$ cat src/core/hsr_pkg.sv
// Shared constants and types for the hierarchical status reporting block
package hsr_pkg;
   // Status summary byte layout
   localparam int STB_PORT_BIT = 0;
   localparam int STB_ESB_BIT = 5;
   localparam int STB_MSS_BIT = 6;
   localparam logic [7:0] SRQ_WR_MASK = 8'hBF;
   // Standard event flag layout
   localparam int EF_OPC_BIT = 0;
   localparam int EF_OVF_BIT = 1;
   localparam int EF_DDE_BIT = 3;
   localparam int EF_EXE_BIT = 4;
   localparam int EF_CME_BIT = 5;
   localparam logic [7:0] EF_DEF_MASK = 8'h3B;
   // Port event flag layout
   localparam int NUM_PORTS = 4;
   localparam logic [7:0] PF_DEF_MASK = 8'h0F;
   // Reset values and error codes
   localparam logic [7:0] REG_RST = 8'h00;
   localparam logic [7:0] CME_NONE = 8'h00;
   localparam logic [7:0] CME_ILLEGAL_SET = 8'h04;
   // Break timing: one character frame, 10 bits at 9600 baud
   localparam int CLK_PERIOD_NS = 4;
   localparam int CHAR_FRAME_NS = 1041667;
   localparam int BREAK_CYCLES_DEF = (CHAR_FRAME_NS + CLK_PERIOD_NS - 1) / CLK_PERIOD_NS;
   localparam int BRK_W = 20;

   typedef enum logic [3:0] {
      OP_NONE, OP_STB_Q, OP_SRQ_SET, OP_SRQ_Q, OP_STD_Q, OP_STDM_SET, OP_STDM_Q,
      OP_PEF_Q, OP_PEM_SET, OP_PEM_Q, OP_CLS, OP_OPC, OP_IDN_SET, OP_CERR_Q
   } hsr_op_e;

   typedef struct packed {
      hsr_op_e op;
      logic idx_en;
      logic [2:0] idx;
      logic [7:0] data;
   } hsr_cmd_s;

   typedef struct packed {
      logic in_ovf;
      logic queue_ovf;
      logic exec_err;
      logic parse_err;
      logic [7:0] parse_code;
   } hsr_evt_s;

   typedef struct packed {
      logic [7:0] srq_mask;
      logic [7:0] std_flags;
      logic [7:0] std_mask;
      logic [7:0] port_flags;
      logic [7:0] port_mask;
      logic [7:0] cme_code;
      logic [NUM_PORTS-1:0] brk_seen;
      logic [NUM_PORTS-1:0][BRK_W-1:0] brk_cnt;
      logic rsp_valid;
      logic [7:0] rsp_data;
      logic rqs;
   } hsr_state_s;
endpackage

$ cat src/core/hsr_status.sv
// Status byte, event registers, masks and break detection for the remote host
// Overview of operation
// - Events set sticky bits until queried
// - Enable masks each event register into summary
// - Enabled status byte bit raises service request
// - Power-on clears all flags and masks
// - Status byte: port summary 0, ESB 5, MSS 6
// - MSS is OR of status byte AND mask
// - Service mask bit 6 ignores writes, reads 0
// - Five sticky standard flags, cleared by read/clear
// - Indexed query clears only that bit
// - Standard flag positions 0,1,3,4,5; others zero
// - Input buffer overflow sets input overflow flag
// - Command queue overflow sets device error flag
// - Execution and parser errors set their flags
// - ESB is OR of standard flags AND mask
// - Four sticky port flags, bits 4-7 zero
// - Port break sets port flag, requests service only via port and service masks
// - Port summary is OR of port flags AND mask
// - Set form of query-only command records code 4
// - Clear-status clears standard and port flags
`timescale 1ns/1ps
module hsr_status import hsr_pkg::*; #(
   parameter int BREAK_CYCLES = BREAK_CYCLES_DEF
) (
   input wire logic clock, // 250 MHz clock
   input wire logic rstn, // Async reset, power-on
   input wire hsr_cmd_s cmd, // Decoded remote command
   input wire hsr_evt_s evt, // Event pulses
   input wire logic [NUM_PORTS-1:0] port_rx, // Optical port receive lines
   output logic rsp_valid, // Query answer strobe
   output logic [7:0] rsp_data, // Query answer
   output logic rqs // Request service
);
   localparam logic [BRK_W-1:0] BRK_LIM = BRK_W'(BREAK_CYCLES);

   hsr_state_s s_q;
   hsr_state_s s_d;
   logic [NUM_PORTS-1:0] brk_hit;
   logic [7:0] stb_now;

   // Bits a query returns and therefore clears
   function automatic logic [7:0] sel_mask(input logic idx_en, input logic [2:0] idx);
      logic [7:0] m;
      m = 8'hFF;
      if (idx_en) begin
         m = 8'h01 << idx;
      end
      return m;
   endfunction

   // Whole-byte or single-bit write
   function automatic logic [7:0] apply_set(input logic [7:0] old, input hsr_cmd_s c);
      logic [7:0] r;
      r = c.data;
      if (c.idx_en) begin
         r = old;
         r[c.idx] = c.data[0];
      end
      return r;
   endfunction

   // Query answer: whole byte or one bit
   function automatic logic [7:0] answer(input logic [7:0] v, input hsr_cmd_s c);
      logic [7:0] r;
      r = v;
      if (c.idx_en) begin
         r = {7'h00, v[c.idx]};
      end
      return r;
   endfunction

   function automatic logic [7:0] status_byte(input hsr_state_s s);
      logic [7:0] b;
      b = 8'h00;
      b[STB_PORT_BIT] = |(s.port_flags & s.port_mask);
      b[STB_ESB_BIT] = |(s.std_flags & s.std_mask);
      b[STB_MSS_BIT] = |(b & s.srq_mask);
      return b;
   endfunction

   generate
      for (genvar g = 0; g < NUM_PORTS; g++) begin : g_brk
         // One hit per break, when the space outlasts a frame
         assign brk_hit[g] = !port_rx[g] && (s_q.brk_cnt[g] == BRK_LIM)
                             && !s_q.brk_seen[g];
      end
   endgenerate

   assign stb_now = status_byte(s_q);

   always_comb begin
      logic [7:0] ev_std;
      logic [7:0] ev_port;
      logic [7:0] next_stb;
      ev_std = 8'h00;
      ev_port = 8'h00;
      next_stb = 8'h00;
      s_d = s_q;
      s_d.rsp_valid = 1'b0;
      s_d.rsp_data = 8'h00;
      for (int i = 0; i < NUM_PORTS; i++) begin
         if (port_rx[i]) begin
            s_d.brk_cnt[i] = '0;
            s_d.brk_seen[i] = 1'b0;
         end else if (s_q.brk_cnt[i] != BRK_LIM) begin
            s_d.brk_cnt[i] = s_q.brk_cnt[i] + BRK_W'(1);
         end else if (brk_hit[i]) begin
            s_d.brk_seen[i] = 1'b1;
         end
      end
      case (cmd.op)
         OP_STB_Q: begin
            s_d.rsp_valid = 1'b1;
            s_d.rsp_data = answer(stb_now, cmd);
         end
         OP_SRQ_SET: begin
            s_d.srq_mask = apply_set(s_q.srq_mask, cmd) & SRQ_WR_MASK;
         end
         OP_SRQ_Q: begin
            s_d.rsp_valid = 1'b1;
            s_d.rsp_data = answer(s_q.srq_mask, cmd);
         end
         OP_STD_Q: begin
            s_d.rsp_valid = 1'b1;
            s_d.rsp_data = answer(s_q.std_flags, cmd);
            s_d.std_flags = s_q.std_flags & ~sel_mask(cmd.idx_en, cmd.idx);
         end
         OP_STDM_SET: begin
            s_d.std_mask = apply_set(s_q.std_mask, cmd);
         end
         OP_STDM_Q: begin
            s_d.rsp_valid = 1'b1;
            s_d.rsp_data = answer(s_q.std_mask, cmd);
         end
         OP_PEF_Q: begin
            s_d.rsp_valid = 1'b1;
            s_d.rsp_data = answer(s_q.port_flags, cmd);
            s_d.port_flags = s_q.port_flags & ~sel_mask(cmd.idx_en, cmd.idx);
         end
         OP_PEM_SET: begin
            s_d.port_mask = apply_set(s_q.port_mask, cmd);
         end
         OP_PEM_Q: begin
            s_d.rsp_valid = 1'b1;
            s_d.rsp_data = answer(s_q.port_mask, cmd);
         end
         OP_CLS: begin
            s_d.std_flags = REG_RST;
            s_d.port_flags = REG_RST;
         end
         OP_OPC: begin
            ev_std[EF_OPC_BIT] = 1'b1;
         end
         OP_IDN_SET: begin
            ev_std[EF_CME_BIT] = 1'b1;
            s_d.cme_code = CME_ILLEGAL_SET;
         end
         OP_CERR_Q: begin
            s_d.rsp_valid = 1'b1;
            s_d.rsp_data = s_q.cme_code;
            s_d.cme_code = CME_NONE;
         end
         default: begin
         end
      endcase
      if (evt.parse_err) begin
         s_d.cme_code = evt.parse_code;
      end
      ev_std[EF_OVF_BIT] = evt.in_ovf;
      ev_std[EF_DDE_BIT] = evt.queue_ovf;
      ev_std[EF_EXE_BIT] = evt.exec_err;
      ev_std[EF_CME_BIT] = ev_std[EF_CME_BIT] | evt.parse_err;
      ev_port[NUM_PORTS-1:0] = brk_hit;
      // New events win over a clear in the same cycle
      s_d.std_flags = (s_d.std_flags | ev_std) & EF_DEF_MASK;
      s_d.port_flags = (s_d.port_flags | ev_port) & PF_DEF_MASK;
      // Request service follows the byte as it will stand after this edge
      next_stb = status_byte(s_d);
      s_d.rqs = next_stb[STB_MSS_BIT];
   end

   always_ff @(posedge clock or negedge rstn) begin
      if (!rstn) begin
         s_q <= '0;
      end else begin
         s_q <= s_d;
      end
   end

   assign rsp_valid = s_q.rsp_valid;
   assign rsp_data = s_q.rsp_data;
   assign rqs = s_q.rqs;
endmodule

$ cat config.mk
export PLATFORM = sky130hd
export DESIGN_NAME = hsr_status
export DESIGN_NICKNAME = d
export VERILOG_FILES = /design/src/core/hsr_pkg.sv /design/src/core/hsr_status.sv
export SDC_FILE = /design/constraint.sdc
export NUM_CORES = 1
export LEC_CHECK = 0
export ABC_AREA = 1
export BUFFER_PORTS_ARGS = -buffer_cell sky130_fd_sc_hd__clkbuf_2
export CORE_AREA = 2 2 128 105
export CTS_CLUSTER_SIZE = 20
export DETAILED_ROUTE_END_ITERATION = 8
export DIE_AREA = 0 0 130 107
export HOLD_SLACK_MARGIN = 0.02
export PLACE_DENSITY = 0.86
export SYNTH_ARGS = -nofsm -noshare
export SYNTH_HDL_FRONTEND = slang
export SYNTH_SLANG_ARGS = --single-unit
$ cat constraint.sdc
create_clock -name clock -period 2.2 [get_ports clock]
set_input_delay 0.11 -clock clock [delete_from_list [all_inputs] [get_ports clock]]
set_output_delay 0.11 -clock clock [all_outputs]
set_load 0.01 [all_outputs]
==> results of run 1 <==
[cells in the mapped netlist, drive strengths merged, types with 4 or more instances]
cell type / number
nand2: 252
inv: 152
dfrtp: 134
nor2: 127
o21ai: 97
a21oi: 72
nand3: 34
nor3: 33
o22ai: 19
nand4: 15
buf: 12
ha: 8
clkbuf: 7
a211oi: 5
a31oi: 5
nor4: 4
xor2: 4
[how the worst max path moves through the flow]
stage | from | end | slack [ps]
after floorplan | s_q[70] | s_q[84] | 640
after global placement | s_q[70] | s_q[84] | 500
after detailed placement | s_q[50] | s_q[68] | 420
after CTS | s_q[70] | s_q[82] | 400
after global routing | s_q[70] | s_q[84] | 190
final | s_q[70] | s_q[82] | 400
[per-stage QoR]
stage               hold slack, ps    util  instance area, µm²  setup slack, ps
floorplan                   -185.6       -                7358            638.3
global placement             118.0  0.6133                7751            500.0
detailed placement           125.0  0.6133                7751            416.4
CTS                          31.63  0.6717                8489            402.3
global route                 69.80  0.6717                8489            186.7
finish                       52.31  0.6717                8489            401.3
[report_power, final]
| part | internal, mW | switching (mW) |
|---|---|---|
| combinational | 0.240 | 0.467 |
| sequential | 2.63 | 0.117 |
| clock | 1.78 | 1.04 |
[layer usage]
metal,vias up,global-route usage,wire [µm]
li1,3404,-,-
met1,3157,0.3875,8281
met2,251,0.4424,8252
met3,29,0.07585,1318
met4,0,0.08218,307
met5,-,0,0
[sequential cells by signal, summed over array words and instances, names as in the netlist, named ones only]
register,cells
rsp_data,8
s_q,112
rsp_valid,1
rqs,1
[kinds of logic (layout without fill, tap and decap cells)]
family,count (synthesis),count (layout),share of synthesized area
multiplexers,2,2,0.002721
AO/OA/AOI/OAI,215,215,0.1593
buffers and inverters,173,250,0.09284
adder cells (fa/ha/maj),8,8,0.01360
flip-flops,134,134,0.4557
XOR/XNOR,5,5,0.005951
AND/OR/NAND/NOR,467,467,0.2699
[placed cells by master (no fill, tap or decap), types with 3 or more instances in the layout]
cell / count
nand2_2: 9
o21ai_1: 13
clkbuf_1: 3
nand3_1: 33
o211ai_1: 3
clkinv_2: 4
nor3_1: 30
a21oi_1: 72
a211oi_1: 5
nor2_2: 8
inv_2: 10
a221oi_1: 3
o21ai_0: 84
buf_4: 5
inv_1: 142
o22ai_1: 19
dlygate4sd3_1: 15
nand2_1: 243
dfrtp_1: 134
a22o_1: 3
ha_1: 8
xor2_1: 4
nand4_1: 15
clkbuf_8: 4
nor2_1: 117
a31oi_1: 5
clkbuf_2: 42
clkbuf_16: 17
[cell type report]
cell class,instances,area [µm²]
Tap cell,175,219.0
Inverter,154,578.1
Sequential cell,134,3353
Timing Repair Buffer,64,429.2
Clock buffer,24,491.7
Fill cell,1051,4149
Clock inverter,8,96.34
Multi-Input combinational cell,697,3322
[worst max-delay path: stages, from the launching register on]
cell and delay, ps:
dfrtp_1 420, ha_1 190, nand3_1 160, nor4_2 250
nand2_1 110, nor2_1 180, nand2_1 130, xor2_1 180
nor2_1 60
==> results.cfg, run 1 <==
[logic_synthesis]
synth_fp_nets = 1046
yosys.area.top_type_share = 0.4557
avgSynthCellArea_um2 = 7.329
synth_edf_count = 0
seq_area_frac_synth = 0.4557
synth-seq-cells = 134
netlist_area_um2 = 7358
yosys_warnings = 0
synthTopCellsByArea = dfrtp_1 46%, nand2_1 12%, inv_1 7.2%
async_flop_share = 1.000
ys.flop_type = dfrtp_1
post_synth_inst_count = 1004
synth_cell_types = 42
yosys.area.top_type = dfrtp_1

[sta]
min_period_ps = 1799
final.setup_skew_ps = 6.051
slew_viol_final = 0
setup_viol = 0
max_freq_mhz = 556.0
rsz0062_at_grt = no
slew_headroom = 0.6299
period_share = 0.8176
hold_viol_final = 0
worst_pin_slew_ps = 555.2
tns_ps = 0

[drt]
route.detailed.drc = 0
vias = 6841
routed_via_density = 5.447
ant_nets = 0
first_iter_violations = 627
drt_pass1_iterations = 5
wl_mm = 18.16
wl_per_cell_um = 14.46

[grt]
grtUsageTotal = 0.2824
gr-total-overflow = 0
grt_pass1_vias = 6512
grt_pass1_wl_mm = 30.93
antenna_found_initial = 0
grt_max_degree = 61

[layout]
area.growth.synth_to_final_pct = 15.37
final_net_count = 1110
diodes = 0
final_cells = 1256
drive_gt1_frac = 0.1045

[placement]
gp_congestion = 0.9964
io_buffers = 43
dp_cells = 1209
dp_hpwl_mm = 13.04

[min_path]
holdPathEnd = rsp_valid
min-delay-start = cmd[12]
hold-path-cell-count = 3
worstHoldPathType = in2reg

[clock_network]
cts_sinks = 134
numCtsBuffers = 17
cts_tree = done
post_cts_resized = 0
post_cts_buffers = 0
clkLatencyLatePin_ps = 420
path_clk_slew_ps = 50
clockRootBuffer = clkbuf_16
hold_buffers = 15
htree_levels = 4
clockBufferDepth = 2

[critical_path]
worstPathArrival_ps = 2100
r2r-end = s_q[82]
cp_max_fo = 5
reg2reg_depth = 8
cp.required_ps = 2510
r2r-start = s_q[70]
worstSetupStartpointType = register
crit_type = reg2reg
r2r_setup_slack_ps = 400
worstSetupEndpointType = register

[die]
dieHeight_um = 107
row_count = 37
die_w_um = 130
start_util = 0.5822
coreArea_um2 = 12640
io_pins = 44
die_area_um2 = 13910

[power_and_ir_drop]
leakage_nw = 4.073
power_density_nw_per_um2 = 738.8
peakVddDrop_mv = 0.5787
power.total_mw = 6.272

[flow_run]
cap_violations = 0

[outcome]
outcome = finished, final reports clean
(Power assumes the default switching activity.)
==> run 2: changes to the inputs <==
clock period = 1.8 ns   (was 2.2 ns; I/O delays follow)
==> run 2 against run 1 <==
  * Setup slack got worse by 440 ps
  * Highest routed layer unchanged
  * Non-clock buffer count increased by 22
  * Hold slack got worse by 19 ps
  * The run now ends with negative setup slack left
  * Via count increased by 4.1%
  * Routed wire length increased by 6.2%
  * Critical endpoint is now s_q[88]
  * Largest cell class is now multi-input gates
==> results.cfg, run 2 (same netlist as run 1, synthesis figures left out) <==
[outcome]
outcome = finished, violations left
violations = negative setup slack

[clock_network]
cts_sinks = 134
path_clk_slew_ps = 60
htree_levels = 4
numCtsBuffers = 17
clockBufferDepth = 2
clkLatencyLatePin_ps = 430
clockRootBuffer = clkbuf_16
cts_tree = done

[layout]
nFillCells = 963
diodes = 0
area.growth.synth_to_final_pct = 21.02
mostFrequentLayoutCell = nand2_1
drive_gt1_frac = 0.1541
multiInputGateArea_um2 = 3508
final_cells = 1278
seqCellArea_um2 = 3359
final_cell_mix = 238 x nand2_1, 141 x inv_1, 129 x dfrtp_1
largest_register_ffs = 112
final_net_count = 1132
top_register = s_q

[critical_path]
worstSetupEndpointType = register
crit_buf_inv = 2
slowest_stage = dfrtp_1
crit_chain = buf_4, ha_1, nand3_1, nor4_4, nand2_2, nor2_4, inv_1, o21ai_1, nand2_1, nor2_1
cp_top_family = simple AND/OR/NAND/NOR gates
worstPathArrival_ps = 2200
crit_type = reg2reg
cp_max_fo = 3
cp.required_ps = 2160
crit_path_max_incr_delay_ps = 380
worstSetupStartpointType = register

[min_path]
worstHoldPathType = in2reg

[power_and_ir_drop]
power.total_mw = 7.906
power_density_nw_per_um2 = 887.9
leakage_nw = 4.247
peakVddDrop_mv = 0.7721

[die]
start_util = 0.5822
io_pins = 44
die_w_um = 130
coreArea_um2 = 12640
dieHeight_um = 107
row_count = 37
die_area_um2 = 13910

[grt]
antenna_found_initial = 0
gr-total-overflow = 0
grtUsageTotal = 0.2876
grt_pass1_vias = 6612
grt_max_degree = 58
grt_pass1_wl_mm = 31.12

[flow_run]
cap_violations = 0

[placement]
io_buffers = 43
gp_congestion = 0.9828
dp_cells = 1220
dp_hpwl_mm = 12.98

[sta]
worst_pin_slew_ps = 473.2
min_period_ps = 1842
slew_viol_final = 0
hold_viol_final = 0
slew_headroom = 0.6845
period_share = 1.023
rsz0062_at_grt = yes
finalWorstSetupSlack_ps = -41.65
setup_viol = 1
final.setup_skew_ps = 8.198
max_freq_mhz = 543.0

[drt]
vias = 7121
wl_mm = 19.28
wl_per_cell_um = 15.09
route.detailed.drc = 0
routed_via_density = 5.572
first_iter_violations = 798
ant_nets = 0
drt_pass1_iterations = 6
==> run 2: cell types whose count changed in the layout (fill, tap and decap cells not counted), sizes merged <==
cell         change
dlygate4sd3      +2
clkbuf           -3
bufinv           +1
clkinv           -1
clkinvlp         +3
buf             +20
==> run 2: report_power, final <==
group / leakage (nW) / internal [mW] / switching, mW
clock: 0.297 / 2.32 / 1.32
combinational: 2.18 / 0.321 / 0.582
sequential: 1.77 / 3.21 / 0.149
total: 4.25 / 5.85 / 2.06
==> run 2: final cells by class <==
class / instances / area share
clock buffers: 21 / 0.05396
clock inverters: 11 / 0.01658
inverters: 154 / 0.06491
multi-input cells: 697 / 0.3940
flip-flops and latches: 134 / 0.3773
well taps: 175 / 0.02459
repair buffers: 86 / 0.06871
==> run 2: worst register-to-register path, delay by kind of cell, from the launching register on <==
kind            cells  cell delay, ps
simple gates        6             810
flops               1             380
compound gates      1             160
fa+ha+maj           1             170
buf+inv             2             250
==> run 2: worst paths after layout <==
check                           startpoint  endpoint  slack, ps  depth (start not counted)
worst max-delay path               s_q[70]   s_q[88]        -40                         10
worst min-delay path            port_rx[0]   s_q[29]         30                          2
worst max register to register     s_q[70]   s_q[88]        -40                         10
worst min register to register     s_q[57]   s_q[57]        480                          1
max in group asynchronous             rstn   s_q[51]       1090                          3
min in group asynchronous             rstn   s_q[37]        100                          2
==> run 2: stage by stage <==
stage	setup slack, ps	TNS (ps)	area (µm²)	util	hold WS (ps)
2_1_floorplan	238.3	0	7358	-	-205.6
3_3_place_gp	175.8	0	7846	0.6208	-7.100
3_5_place_dp	35.37	0	7846	0.6208	-6.664
4_1_cts	19.21	0	8645	0.6840	30.06
5_1_grt	-167.1	-857.8	8905	0.7046	56.27
6_report	-41.65	-41.65	8905	0.7046	33.47
==> run 2: repair_timing <==
action	4_1_cts	5_1_grt
setup endpoints to repair	0	21
hold endpoints to repair	159	0
hold buffers	17	0
setup buffers	0	9
resized for setup	0	50
==> run 2: per-layer routing <==
| metal | global-route usage | wire length, µm | vias to the layer above |
|---|---|---|---|
| met5 | 0 | 0 | - |
| met4 | 0.1106 | 512 | 0 |
| met3 | 0.08483 | 1397 | 49 |
| met2 | 0.4334 | 8970 | 294 |
| met1 | 0.3930 | 8404 | 3330 |
| li1 | - | - | 3448 |
==> run 3: changes to the inputs <==
CORE_AREA = 2 2 115 117   (was 2 2 128 105)
DIE_AREA = 0 0 117 119   (was 0 0 130 107)
clock period = 2.31 ns   (was 1.8 ns; I/O delays follow)
==> run 3 against run 2 <==
  * The flow now finishes without violations
  * Power fell by 22%
  * Flip-flop and latch count stayed put
  * Sequential share of layout area grew 1.5 points
  * Design area shrank 4.1%
==> results.cfg, run 3 (same netlist as run 1, synthesis figures left out) <==
[min_path]
worstHoldPathType = in2reg
min-delay-start = port_rx[0]

[sta]
setup_viol = 0
min_period_ps = 1891
slew_viol_final = 0
slew_headroom = 0.5199
period_share = 0.8184
final.setup_skew_ps = 7.984
tns_ps = 0
worst_pin_slew_ps = 720.2
whs_ps = 45.05
hold_viol_final = 0
max_freq_mhz = 528.9
rsz0062_at_grt = no

[drt]
drt_pass1_iterations = 6
route.detailed.drc = 0
vias = 6890
routed_via_density = 5.481
wl_per_cell_um = 14.38
first_iter_violations = 723
wl_mm = 18.07
ant_nets = 0

[layout]
largest_register_ffs = 112
final_cells = 1257
drive_gt1_frac = 0.1064
mostFrequentLayoutCell = nand2_1
area.growth.synth_to_final_pct = 16.09
top_register = s_q
diodes = 0
final_net_count = 1110
final_cell_mix = 243 x nand2_1, 142 x inv_1, 134 x dfrtp_1

[die]
row_count = 42
start_util = 0.5715
io_pins = 44
dieHeight_um = 119
coreArea_um2 = 12870
die_area_um2 = 13920
die_w_um = 117

[clock_network]
cts_sinks = 134
cts_tree = done
clockRootBuffer = clkbuf_16
numCtsBuffers = 17
clkLatencyLatePin_ps = 430
clockBufferDepth = 2
post_cts_resized = 0
path_clk_slew_ps = 60
htree_levels = 4

[grt]
gr-total-overflow = 0
antenna_found_initial = 0
grt_pass1_wl_mm = 30.45
grtUsageTotal = 0.2768
grt_pass1_vias = 6678
grt_max_degree = 80

[critical_path]
worstSetupEndpointType = register
cp_max_fo = 5
worstPathArrival_ps = 2230
r2r-start = s_q[70]
crit_type = reg2reg
cp.required_ps = 2650
setup.worst_path.start = s_q[70]
worstSetupStartpointType = register

[placement]
dp_hpwl_mm = 12.80
gp_congestion = 1.008
dp_cells = 1209
io_buffers = 43

[flow_run]
cap_violations = 0

[power_and_ir_drop]
power.total_mw = 6.149
power_density_nw_per_um2 = 719.9
leakage_nw = 4.084
peakVddDrop_mv = 0.5431

[outcome]
outcome = finished, final reports clean
run 3: timing repair:
| action | 4_1_cts | 5_1_grt |
|---|---|---|
| hold buffers | 16 | 0 |
| hold endpoints to repair | 100 | 0 |
| buffers inserted | 0 | 0 |
run 3: layout make-up:
type | instances | area [µm²]
clock buffers | 22 | 494.2
clock inverters | 10 | 142.6
fillers | 1041 | 4333
inverters | 154 | 578.1
multi-input cells | 697 | 3322
flip-flops and latches | 134 | 3353
well taps | 176 | 220.2
repair buffers | 64 | 431.7
run 3: through the flow:
| stage | util | instance area [µm²] | setup WS (ps) |
|---|---|---|---|
| detailed placement | 0.6016 | 7745 | 495.3 |
| floorplan | - | 7358 | 748.3 |
| finish | 0.6635 | 8542 | 419.4 |
| CTS | 0.6635 | 8542 | 483.8 |
| global placement | 0.6016 | 7745 | 597.8 |
| global route | 0.6635 | 8542 | 175.1 |
run 3: layer usage:
layer	GRT usage	wire length (µm)	vias to the layer above	part of all wire
li1	-	-	3410	-
met1	0.3514	7564	3165	0.42
met2	0.4422	8608	255	0.48
met3	0.07023	1251	60	0.069
met4	0.1272	648	0	0.036
met5	0	0	-	0
run 3: where the power goes:
group / total (mW) / internal (mW) / switching (mW)
registers: 2.61 / 2.50 / 0.114
clock network: 2.86 / 1.84 / 1.02
logic: 0.671 / 0.228 / 0.443
total: 6.15 / 4.57 / 1.58
run 3: worst max-delay path, cell delays in order (launching register included):
cell and delay, ps:
dfrtp_1 420, ha_1 190, nand3_1 170, nor4_2 260, nand2_1 110, nor2_1 180
inv_1 100, o21ai_1 150, nand2_1 70, nor2_1 160
run 3: worst paths after layout:
kind	slack (ps)	cells past startpoint	end
setup / recovery	420	9	s_q[88]
hold / removal	50	2	s_q[90]
setup reg to reg	420	9	s_q[88]
hold reg to reg	490	2	rsp_data[5]
max in group asynchronous	1320	3	s_q[57]
min in group asynchronous	260	2	s_q[22]
